==> src/shared/mmcr_pkg.sv <==
// constants for the modem mode control register pair
package mmcr_pkg;

  // ---------------------------------------------------------------
  // register addresses on the four-line host bus
  // ---------------------------------------------------------------
  localparam logic [3:0] ADDR_MODE_A = 4'h9;
  localparam logic [3:0] ADDR_MODE_B = 4'ha;

  // ---------------------------------------------------------------
  // reset values and writable-bit masks
  // ---------------------------------------------------------------
  localparam logic [7:0] MODE_A_RESET = 8'h00;
  localparam logic [7:0] MODE_B_RESET = 8'h00;
  localparam logic [7:0] MODE_A_MASK = 8'h7f;
  localparam logic [7:0] MODE_B_MASK = 8'h5f;

  // ---------------------------------------------------------------
  // mode register a fields
  // ---------------------------------------------------------------
  localparam int A_TX_CLOCK_SOURCE_SELECT = 6;
  localparam int A_RX_RANGE_EXTENDER = 5;
  localparam int A_SYNC_SELECT = 4;
  localparam int A_WORD_LENGTH_SEL_HI = 3;
  localparam int A_WORD_LENGTH_SEL_LO = 2;
  localparam int A_ANSWER_SELECT = 1;
  localparam int A_RX_DATA_CLAMP_HIGH = 0;

  // ---------------------------------------------------------------
  // mode register b fields
  // ---------------------------------------------------------------
  localparam int B_POWER_DOWN = 6;
  localparam int B_CALL_PROGRESS_MONITOR = 4;
  localparam int B_ANALOG_LOOPBACK = 3;
  localparam int B_TX_LEVEL_BIT2 = 2;
  localparam int B_TX_LEVEL_BIT0 = 0;

  // ---------------------------------------------------------------
  // derived settings
  // ---------------------------------------------------------------
  localparam logic [3:0] CHAR_LENGTH_BASE = 4'h8;
  localparam logic [2:0] PATTERN_DIGITAL_LOOPBACK = 3'h4;
  localparam int CHARS_PER_ADJUST = 4;

  localparam logic [1:0] CLK_SRC_INTERNAL = 2'h0;
  localparam logic [1:0] CLK_SRC_TERMINAL = 2'h1;
  localparam logic [1:0] CLK_SRC_SLAVE = 2'h2;

  localparam logic [1:0] RX_PATH_NORMAL = 2'h0;
  localparam logic [1:0] RX_PATH_ANALOG_LOOP = 2'h1;
  localparam logic [1:0] RX_PATH_HIGH_BAND = 2'h2;
  localparam logic [1:0] RX_PATH_LOW_BAND_SCALED = 2'h3;

  // ---------------------------------------------------------------
  // host pin synchroniser: {addr, data, cs_n, wr_n}
  // ---------------------------------------------------------------
  localparam int BUS_SYNC_WIDTH = 14;
  localparam logic [13:0] BUS_IDLE = 14'h0003;

endpackage

==> src/shared/mmcr_conv_if.sv <==
// link between the mode block and one converter credit keeper
`timescale 1ns/1ps
interface mmcr_conv_if;
  logic enable;
  logic char_done;
  logic adjust_req;
  logic adjust_grant;

  modport budget
  (
    input enable,
    input char_done,
    input adjust_req,
    output adjust_grant
  );

  modport user
  (
    output enable,
    output char_done,
    output adjust_req,
    input adjust_grant
  );
endinterface

==> src/core/mmcr_stop_budget.sv <==
// one stop-bit adjustment allowed per run of characters
`timescale 1ns/1ps
module mmcr_stop_budget #(
  parameter int CHARS = mmcr_pkg::CHARS_PER_ADJUST
) (
  input wire logic ref_clk_in,
  input wire logic resetn_in,
  mmcr_conv_if.budget conv
);

  localparam logic [2:0] FULL = 3'(CHARS);

  logic [2:0] credit;
  logic grant_now;

  // ---------------------------------------------------------------
  // credit count since the last adjustment
  // ---------------------------------------------------------------
  assign grant_now = conv.enable && conv.adjust_req && (credit >= FULL);

  always_ff @(posedge ref_clk_in or negedge resetn_in)
  begin
    if (!resetn_in)
    begin
      credit <= 3'h0;
    end
    else if (grant_now)
    begin
      credit <= conv.char_done ? 3'h1 : 3'h0;
    end
    else if (conv.char_done && (credit < FULL))
    begin
      credit <= credit + 3'h1;
    end
  end

  always_ff @(posedge ref_clk_in or negedge resetn_in)
  begin
    if (!resetn_in)
    begin
      conv.adjust_grant <= 1'b0;
    end
    else
    begin
      conv.adjust_grant <= grant_now;
    end
  end
endmodule

==> src/core/mmcr_mode_control.sv <==
// mode control register pair of the low-speed modem and its derived controls
`timescale 1ns/1ps
module mmcr_mode_control (
  input wire logic ref_clk_in,
  input wire logic resetn_in,
  input wire logic [3:0] host_addr_in,
  input wire logic [7:0] host_data_in,
  input wire logic host_cs_n_in,
  input wire logic host_wr_n_in,
  input wire logic [2:0] transmit_pattern_select_in,
  input wire logic rx_demod_data_in,
  input wire logic rx_descrambled_data_in,
  input wire logic dte_tx_data_in,
  input wire logic rx_char_done_in,
  input wire logic rx_stop_insert_req_in,
  input wire logic tx_char_done_in,
  input wire logic tx_stop_adjust_req_in,
  output logic [7:0] mode_control_a_out,
  output logic [7:0] mode_control_b_out,
  output logic [1:0] tx_clock_source_select_out,
  output logic sync_mode_out,
  output logic [3:0] char_length_out,
  output logic answer_mode_out,
  output logic rxd_out,
  output logic scrambler_data_out,
  output logic digital_loopback_out,
  output logic power_down_out,
  output logic analog_loopback_out,
  output logic [1:0] rx_path_select_out,
  output logic [2:0] tx_level_code_out,
  output logic [3:0] tx_atten_db_out,
  output logic rx_range_extender_out,
  output logic rx_stop_insert_grant_out,
  output logic tx_stop_adjust_grant_out
);

  localparam int SW = mmcr_pkg::BUS_SYNC_WIDTH;

  logic [SW-1:0] bus_meta;
  logic [SW-1:0] bus_sync;
  logic wr_n_prev;
  logic [3:0] addr_s;
  logic [7:0] data_s;
  logic cs_n_s;
  logic wr_n_s;
  logic write_taken;
  logic write_a;
  logic write_b;
  logic [7:0] mode_control_a;
  logic [7:0] mode_control_b;
  logic dig_loop;
  logic eff_sync;
  logic [1:0] next_clk_src;
  logic [1:0] next_rx_path;
  logic [3:0] next_char_length;

  // ---------------------------------------------------------------
  // host pin synchroniser
  // ---------------------------------------------------------------
  always_ff @(posedge ref_clk_in or negedge resetn_in)
  begin
    if (!resetn_in)
    begin
      bus_meta <= mmcr_pkg::BUS_IDLE;
      bus_sync <= mmcr_pkg::BUS_IDLE;
    end
    else
    begin
      bus_meta <= {host_addr_in, host_data_in, host_cs_n_in, host_wr_n_in};
      bus_sync <= bus_meta;
    end
  end

  assign {addr_s, data_s, cs_n_s, wr_n_s} = bus_sync;

  always_ff @(posedge ref_clk_in or negedge resetn_in)
  begin
    if (!resetn_in)
    begin
      wr_n_prev <= 1'b1;
    end
    else
    begin
      wr_n_prev <= wr_n_s;
    end
  end

  // write taken on the trailing edge of the strobe while selected
  assign write_taken = wr_n_s && !wr_n_prev && !cs_n_s;
  assign write_a = write_taken && (addr_s == mmcr_pkg::ADDR_MODE_A);
  assign write_b = write_taken && (addr_s == mmcr_pkg::ADDR_MODE_B);

  // ---------------------------------------------------------------
  // mode registers
  // ---------------------------------------------------------------
  always_ff @(posedge ref_clk_in or negedge resetn_in)
  begin
    if (!resetn_in)
    begin
      mode_control_a <= mmcr_pkg::MODE_A_RESET;
    end
    else if (write_a)
    begin
      mode_control_a <= data_s & mmcr_pkg::MODE_A_MASK;
    end
  end

  always_ff @(posedge ref_clk_in or negedge resetn_in)
  begin
    if (!resetn_in)
    begin
      mode_control_b <= mmcr_pkg::MODE_B_RESET;
    end
    else if (write_b)
    begin
      mode_control_b <= data_s & mmcr_pkg::MODE_B_MASK;
    end
  end

  always_ff @(posedge ref_clk_in or negedge resetn_in)
  begin
    if (!resetn_in)
    begin
      mode_control_a_out <= mmcr_pkg::MODE_A_RESET;
      mode_control_b_out <= mmcr_pkg::MODE_B_RESET;
    end
    else
    begin
      mode_control_a_out <= mode_control_a;
      mode_control_b_out <= mode_control_b;
    end
  end

  // ---------------------------------------------------------------
  // derived operating mode
  // ---------------------------------------------------------------
  assign dig_loop = transmit_pattern_select_in == mmcr_pkg::PATTERN_DIGITAL_LOOPBACK;
  assign eff_sync = mode_control_a[mmcr_pkg::A_SYNC_SELECT] || dig_loop;

  always_comb
  begin
    if (dig_loop)
    begin
      next_clk_src = mmcr_pkg::CLK_SRC_SLAVE;
    end
    else if (mode_control_a[mmcr_pkg::A_TX_CLOCK_SOURCE_SELECT])
    begin
      next_clk_src = mmcr_pkg::CLK_SRC_TERMINAL;
    end
    else
    begin
      next_clk_src = mmcr_pkg::CLK_SRC_INTERNAL;
    end
  end

  // 10 -> 8, 11 -> 9, 00 -> 10, 01 -> 11
  assign next_char_length = mmcr_pkg::CHAR_LENGTH_BASE
    + {2'h0, !mode_control_a[mmcr_pkg::A_WORD_LENGTH_SEL_HI],
       mode_control_a[mmcr_pkg::A_WORD_LENGTH_SEL_LO]};

  always_comb
  begin
    if (mode_control_b[mmcr_pkg::B_CALL_PROGRESS_MONITOR])
    begin
      next_rx_path = mode_control_b[mmcr_pkg::B_ANALOG_LOOPBACK]
        ? mmcr_pkg::RX_PATH_LOW_BAND_SCALED : mmcr_pkg::RX_PATH_HIGH_BAND;
    end
    else if (mode_control_b[mmcr_pkg::B_ANALOG_LOOPBACK])
    begin
      next_rx_path = mmcr_pkg::RX_PATH_ANALOG_LOOP;
    end
    else
    begin
      next_rx_path = mmcr_pkg::RX_PATH_NORMAL;
    end
  end

  always_ff @(posedge ref_clk_in or negedge resetn_in)
  begin
    if (!resetn_in)
    begin
      tx_clock_source_select_out <= mmcr_pkg::CLK_SRC_INTERNAL;
      sync_mode_out <= 1'b0;
      char_length_out <= 4'ha;
      answer_mode_out <= 1'b0;
      digital_loopback_out <= 1'b0;
      rx_range_extender_out <= 1'b0;
    end
    else
    begin
      tx_clock_source_select_out <= next_clk_src;
      sync_mode_out <= eff_sync;
      char_length_out <= next_char_length;
      answer_mode_out <= mode_control_a[mmcr_pkg::A_ANSWER_SELECT];
      digital_loopback_out <= dig_loop;
      rx_range_extender_out <= mode_control_a[mmcr_pkg::A_RX_RANGE_EXTENDER];
    end
  end

  // ---------------------------------------------------------------
  // data steering
  // ---------------------------------------------------------------
  always_ff @(posedge ref_clk_in or negedge resetn_in)
  begin
    if (!resetn_in)
    begin
      rxd_out <= 1'b1;
      scrambler_data_out <= 1'b1;
    end
    else
    begin
      rxd_out <= mode_control_a[mmcr_pkg::A_RX_DATA_CLAMP_HIGH] || rx_demod_data_in;
      scrambler_data_out <= dig_loop ? rx_descrambled_data_in : dte_tx_data_in;
    end
  end

  // ---------------------------------------------------------------
  // analog front end controls
  // ---------------------------------------------------------------
  always_ff @(posedge ref_clk_in or negedge resetn_in)
  begin
    if (!resetn_in)
    begin
      power_down_out <= 1'b0;
      analog_loopback_out <= 1'b0;
      rx_path_select_out <= mmcr_pkg::RX_PATH_NORMAL;
      tx_level_code_out <= 3'h0;
      tx_atten_db_out <= 4'h0;
    end
    else
    begin
      power_down_out <= mode_control_b[mmcr_pkg::B_POWER_DOWN];
      analog_loopback_out <= mode_control_b[mmcr_pkg::B_ANALOG_LOOPBACK];
      rx_path_select_out <= next_rx_path;
      tx_level_code_out <= mode_control_b[mmcr_pkg::B_TX_LEVEL_BIT2:mmcr_pkg::B_TX_LEVEL_BIT0];
      tx_atten_db_out <= {mode_control_b[mmcr_pkg::B_TX_LEVEL_BIT2:mmcr_pkg::B_TX_LEVEL_BIT0],
                          1'b0};
    end
  end

  // ---------------------------------------------------------------
  // sync converter stop-bit credit
  // ---------------------------------------------------------------
  mmcr_conv_if rx_conv ();
  mmcr_conv_if tx_conv ();

  assign rx_conv.enable = mode_control_a[mmcr_pkg::A_RX_RANGE_EXTENDER];
  assign rx_conv.char_done = rx_char_done_in;
  assign rx_conv.adjust_req = rx_stop_insert_req_in;
  assign tx_conv.enable = 1'b1;
  assign tx_conv.char_done = tx_char_done_in;
  assign tx_conv.adjust_req = tx_stop_adjust_req_in;
  assign rx_stop_insert_grant_out = rx_conv.adjust_grant;
  assign tx_stop_adjust_grant_out = tx_conv.adjust_grant;

  mmcr_stop_budget #(
    .CHARS(mmcr_pkg::CHARS_PER_ADJUST)
  ) u_rx_budget (
    .ref_clk_in(ref_clk_in),
    .resetn_in(resetn_in),
    .conv(rx_conv.budget)
  );

  mmcr_stop_budget #(
    .CHARS(mmcr_pkg::CHARS_PER_ADJUST)
  ) u_tx_budget (
    .ref_clk_in(ref_clk_in),
    .resetn_in(resetn_in),
    .conv(tx_conv.budget)
  );
endmodule

==> config.mk <==
export PLATFORM = sky130hd
export DESIGN_NAME = mmcr_mode_control
export DESIGN_NICKNAME = d
export VERILOG_FILES = /design/src/shared/mmcr_pkg.sv /design/src/shared/mmcr_conv_if.sv /design/src/core/mmcr_stop_budget.sv /design/src/core/mmcr_mode_control.sv
export SDC_FILE = /design/constraint.sdc
export NUM_CORES = 1
export LEC_CHECK = 0
export ABC_AREA = 1
export BUFFER_PORTS_ARGS = -buffer_cell sky130_fd_sc_hd__buf_2
export CORE_ASPECT_RATIO = 0.6
export CORE_MARGIN = 2
export CORE_UTILIZATION = 35
export DETAILED_ROUTE_END_ITERATION = 6
export GPL_TIMING_DRIVEN = 0
export HOLD_SLACK_MARGIN = 0.02
export SLEW_MARGIN = 15
export SYNTH_ARGS = -nofsm -noshare
export SYNTH_HDL_FRONTEND = slang
export SYNTH_SLANG_ARGS = --single-unit
export TNS_END_PERCENT = 100
==> constraint.sdc <==
create_clock -name ref_clk_in -period 3.35 [get_ports ref_clk_in]
set_clock_uncertainty 0.15 [all_clocks]
set_input_delay 0.335 -clock ref_clk_in [delete_from_list [all_inputs] [get_ports ref_clk_in]]
set_output_delay 0.335 -clock ref_clk_in [all_outputs]
set_load 0.02 [all_outputs]
Word level (Yosys, flattened, before mapping)
Index checks and enable logic that the tools add are counted.

Add/subtract/negate cells: 3. $lt $le $gt $ge: 4. Equal/unequal tests: 3. Muxes and demuxes: 12. Reductions and logical operators: 16.

Operator list (number): 3-bit 2-to-1 mux (4); 1-bit logical AND (9); 4-bit equality test (second input constant) (2); 3-bit by 1-bit adder with 3-bit output (second input constant) (2); 3-bit >= comparator (second input constant) (2); 3-bit less-than comparator (second input constant) (2); 1-bit 2-to-1 mux (6); 4-bit by 2-bit adder with 4-bit output (first input constant) (1); 2-bit 2-to-1 mux (2); 2-bit nonzero test (2); 3-bit equality test (second input constant) (1); 1-bit logical NOT (3); 1-bit logical OR (2).

Register bits: 82. Input port bits: 26. Output and inout port bits: 41. Logic and storage cells: 61.

Logic depth before layout (Yosys ltp)
Depth in word-level cells: 4. Gate-level depth with buffers: 6. Gate-level depth less buffers: 6.

Cells and area by module
A second synthesis with hierarchy kept.

Cells, all modules: 179. Area total of the unflattened synthesis: 2293.4 um^2.

Modules (own cells, without submodules): mmcr_mode_control (instances 1, cells an instance 143, area an instance 1943.1 um^2, sequential area each 1486.4 um^2); mmcr_stop_budget (instances 2, cells an instance 18, area an instance 175.2 um^2, sequential area each 100.1 um^2).

Least setup slack after synthesis
No wires, ideal clock.

Path kind: register -> register. Start point: register bus_sync[0]. End point: register mode_control_b[0]. Setup time: 0.117 ns. Arrival: 0.969 ns. Required time: 3.083 ns. Setup slack: 2.114 ns. Cell stages (with the launch flop): 6. Buffers on the path: 0. Clock period less this slack: 1.236 ns. Cells stage by stage: dfstp_2 nand2_1 nor2_4 nand2_1 nand2_1 nand2_1.

Longest elaborated chain between the ends: 3.

Ends and longest elaborated chain: start, declared (RTL line mmcr_mode_control.sv:40) `logic [SW-1:0] bus_sync;`; start signal, assigned (RTL line mmcr_mode_control.sv:65) `bus_sync <= mmcr_pkg::BUS_IDLE;`; start signal, assigned (RTL line mmcr_mode_control.sv:70) `bus_sync <= bus_meta;`; 1-bit logical AND (2 in a row) (RTL line mmcr_mode_control.sv:89) `assign write_taken = wr_n_s && !wr_n_prev && !cs_n_s;`; 1-bit logical AND (RTL line mmcr_mode_control.sv:91) `assign write_b = write_taken && (addr_s == mmcr_pkg::ADDR_MODE_B);`; end signal, assigned (RTL line mmcr_mode_control.sv:112) `mode_control_b <= mmcr_pkg::MODE_B_RESET;`; end signal, assigned (RTL line mmcr_mode_control.sv:116) `mode_control_b <= data_s & mmcr_pkg::MODE_B_MASK;`; end, declared (RTL line mmcr_mode_control.sv:50) `logic [7:0] mode_control_b;`.

Every way passes these cells. A chain may end at the register's enable or synchronous reset.

==> impl_metrics.yaml <==
run_status:
  outcome: "complete, no violations"
route:
  drt_iter0_drc: 30
  drtAntennaViolNets: 0
  drt_first_pass_iters: 3
  dr_wl_met2_um: 1650
  vias_per_cell: 3.97
  post_drt_wl_per_cell_um: 9.84
  top_layer: "met4"
  met1_length_um: 1540
  drc: 0
  routed-via-count: 1413
  wl_met3_um: 293
  wirelength_um: 3500
placement:
  placed_area_mm2: 0.00273
  dp_slack_ps: 2000
  hpwlAfterDp_um: 2420
  io_buffers: 59
  place_congestion: 0.732
floorplan:
  dieWidth_um: 108
  die-height_um: 66.5
  core_mm2: 0.00619
  io_pins: 67
  dieArea_mm2: 0.00720
  initial_utilization_pct: 36.8
  row_count: 22
job:
  cap_violations: 0
worst_setup_path:
  path_delay_family: "flip-flops"
  cp.arrival_ps: 990
  path_cells: "buf_4, buf_2"
  critPathMaxFanout: 3
  timing.critical_path.buf_inv: 2
  timing_worst_setup_path_type: "register to output pin"
  crit_path_max_incr_delay_ps: 390
  required_ps: 2860
  cp-start-kind: "register"
  slowest_stage: "dfrtp_1"
  endpoint_kind: "output pin"
pwr:
  max-vdd-ir-drop_mv: 0.284
  p_leak_nw: 1.66
  p_per_area_mw_per_mm2: 629
yosys:
  synth.distinct_cells: 18
  synth.avg_cell_area_um2: 12.8
  netlist_area_mm2: 0.00228
  ys_seq_elements: 67
  synth_cells: 178
  ys_warn_count: 0
  seq_area_frac_synth_pct: 73.9
sta:
  fin_crit_sh_pct: 44.1
  period_minus_slack_ps: 1480
  max_freq_ghz: 0.677
  maxSlewViolCount: 0
  setup_viol: 0
  setup_tns_ps: 0
  hold_viol_final: 0
  layout_setup_ws_ps: 1870
  rsz0062_at_grt: "no"
cells_and_area:
  layout_common_cells: "dfrtp_1 (59), buf_2 (58), nand2_1 (38), buf_4 (21), nand3_1 (20)"
  syn_to_final_growth_pct: 34.6
  mostFrequentLayoutCell: "dfrtp_1"
  drive_gt1_share_pct: 41.9
  multiInputGateArea_um2: 407
  regArea_mm2: 0.00169
  fill_cells: 593
  design_area_mm2: 0.00307
  nets: 295
  antennaDiodeCount: 0
clocking:
  clk_pin_slew_worst_paths_ps: 70
  root_buffer: "clkbuf_8"
  worstSkewPairLatency_ps: 330
  postCtsSetupBuffers: 0
  h-tree-depth: 3
  clock-sinks: 67
  clockBufferDepth: 2
  numCtsBuffers: 9
  cts_tree: "done"
global_routing:
  grt_overflow_total: 0
  grt_pass1_vias: 1408
  grt_pass1_wl_um: 6000
  grt_util_all_layers_pct: 11.3
  grt_max_degree: 65
  antenna_found_initial: 0
worst_hold_path:
  min_path_type: "input pin to register"
[final timing paths]
check                                              to  depth (start not counted)                           from  slack (ps)
worst max-delay path             tx_level_code_out[0]                          2             tx_atten_db_out[1]        1870
worst min-delay path             digital_loopback_out                          2  transmit_pattern_select_in[1]          40
worst max register to register      mode_control_b[4]                          5                    bus_sync[0]        2000
worst min register to register           bus_sync[10]                          0                   bus_meta[10]         200
max in group asynchronous                 bus_meta[1]                          3                      resetn_in        2310
min in group asynchronous       rx_path_select_out[0]                          2                      resetn_in         210
[routing by layer]
metal	GRT usage [%]	vias up
met5	0	-
met4	2.40	0
met3	6.16	2
met2	19.1	45
met1	12.6	659
li1	-	707
[sequential cells by signal, indices dropped and copies added, names as in the netlist, 3 cells and up]
| register | cells |
|---|---|
| mode_control_a | 7 |
| mode_control_a_out | 7 |
| bus_sync | 13 |
| mode_control_b_out | 3 |
| bus_meta | 13 |
| u_tx_budget.credit | 3 |
| mode_control_b | 6 |
| u_rx_budget.credit | 3 |
[repair_timing]
action,4_1_cts,5_1_grt
gates resized for setup,0,0
hold endpoints to repair,72,0
hold buffers,14,0
setup endpoints to repair,0,0
[layout make-up]
| class | count | share of cell area, % |
|---|---|---|
| tap | 84 | 3.42 |
| multi-input combinational | 83 | 13.2 |
| sequential | 67 | 55.0 |
| buffer | 21 | 5.26 |
| clock buffer | 10 | 4.48 |
| clock inverter | 6 | 2.12 |
| inverter | 11 | 1.35 |
| timing repair buffer | 74 | 15.2 |
[cell families after synthesis]
logic type      share of synthesized area [%]
xor+xnor                                0.384
compound gates                           1.10
simple gates                             14.3
fa+ha+maj                                1.10
other cells                             0.329
buf+inv                                  8.89
flops                                    73.9
[Yosys cell counts]
master | count | area (um^2)
xor2_1 | 1 | 8.76
dfstp_2 | 8 | 210
buf_4 | 20 | 150
nor2_4 | 3 | 33.8
nand3_1 | 20 | 100
inv_2 | 1 | 3.75
dfrtp_1 | 59 | 1480
conb_1 | 2 | 7.51
or2_2 | 2 | 12.5
buf_6 | 1 | 11.3
o21ai_0 | 3 | 15.0
nor2_1 | 3 | 11.3
a21oi_1 | 2 | 10.0
nand2_2 | 2 | 12.5
nand2_1 | 38 | 143
nor3b_2 | 1 | 12.5
ha_1 | 2 | 25.0
inv_1 | 10 | 37.5
[metrics by stage]
step | total power, mW | hold WS [ps] | util (%) | instances
after floorplan | 1.18 | -111 | - | 182
after global placement | 1.27 | 185 | 43.5 | 325
after detailed placement | 1.29 | -3.95 | 44.0 | 326
after CTS | 1.97 | 24.6 | 49.6 | 356
after global routing | 2.06 | 26.2 | 49.6 | 356
final | 1.93 | 38.1 | 49.6 | 356
[where the power goes]
part | total (mW) | switching (mW) | internal [mW]
Sequential | 0.966 | 0.0507 | 0.915
Combinational | 0.313 | 0.178 | 0.135
Clock | 0.652 | 0.289 | 0.363
(Power assumes the default switching activity.)
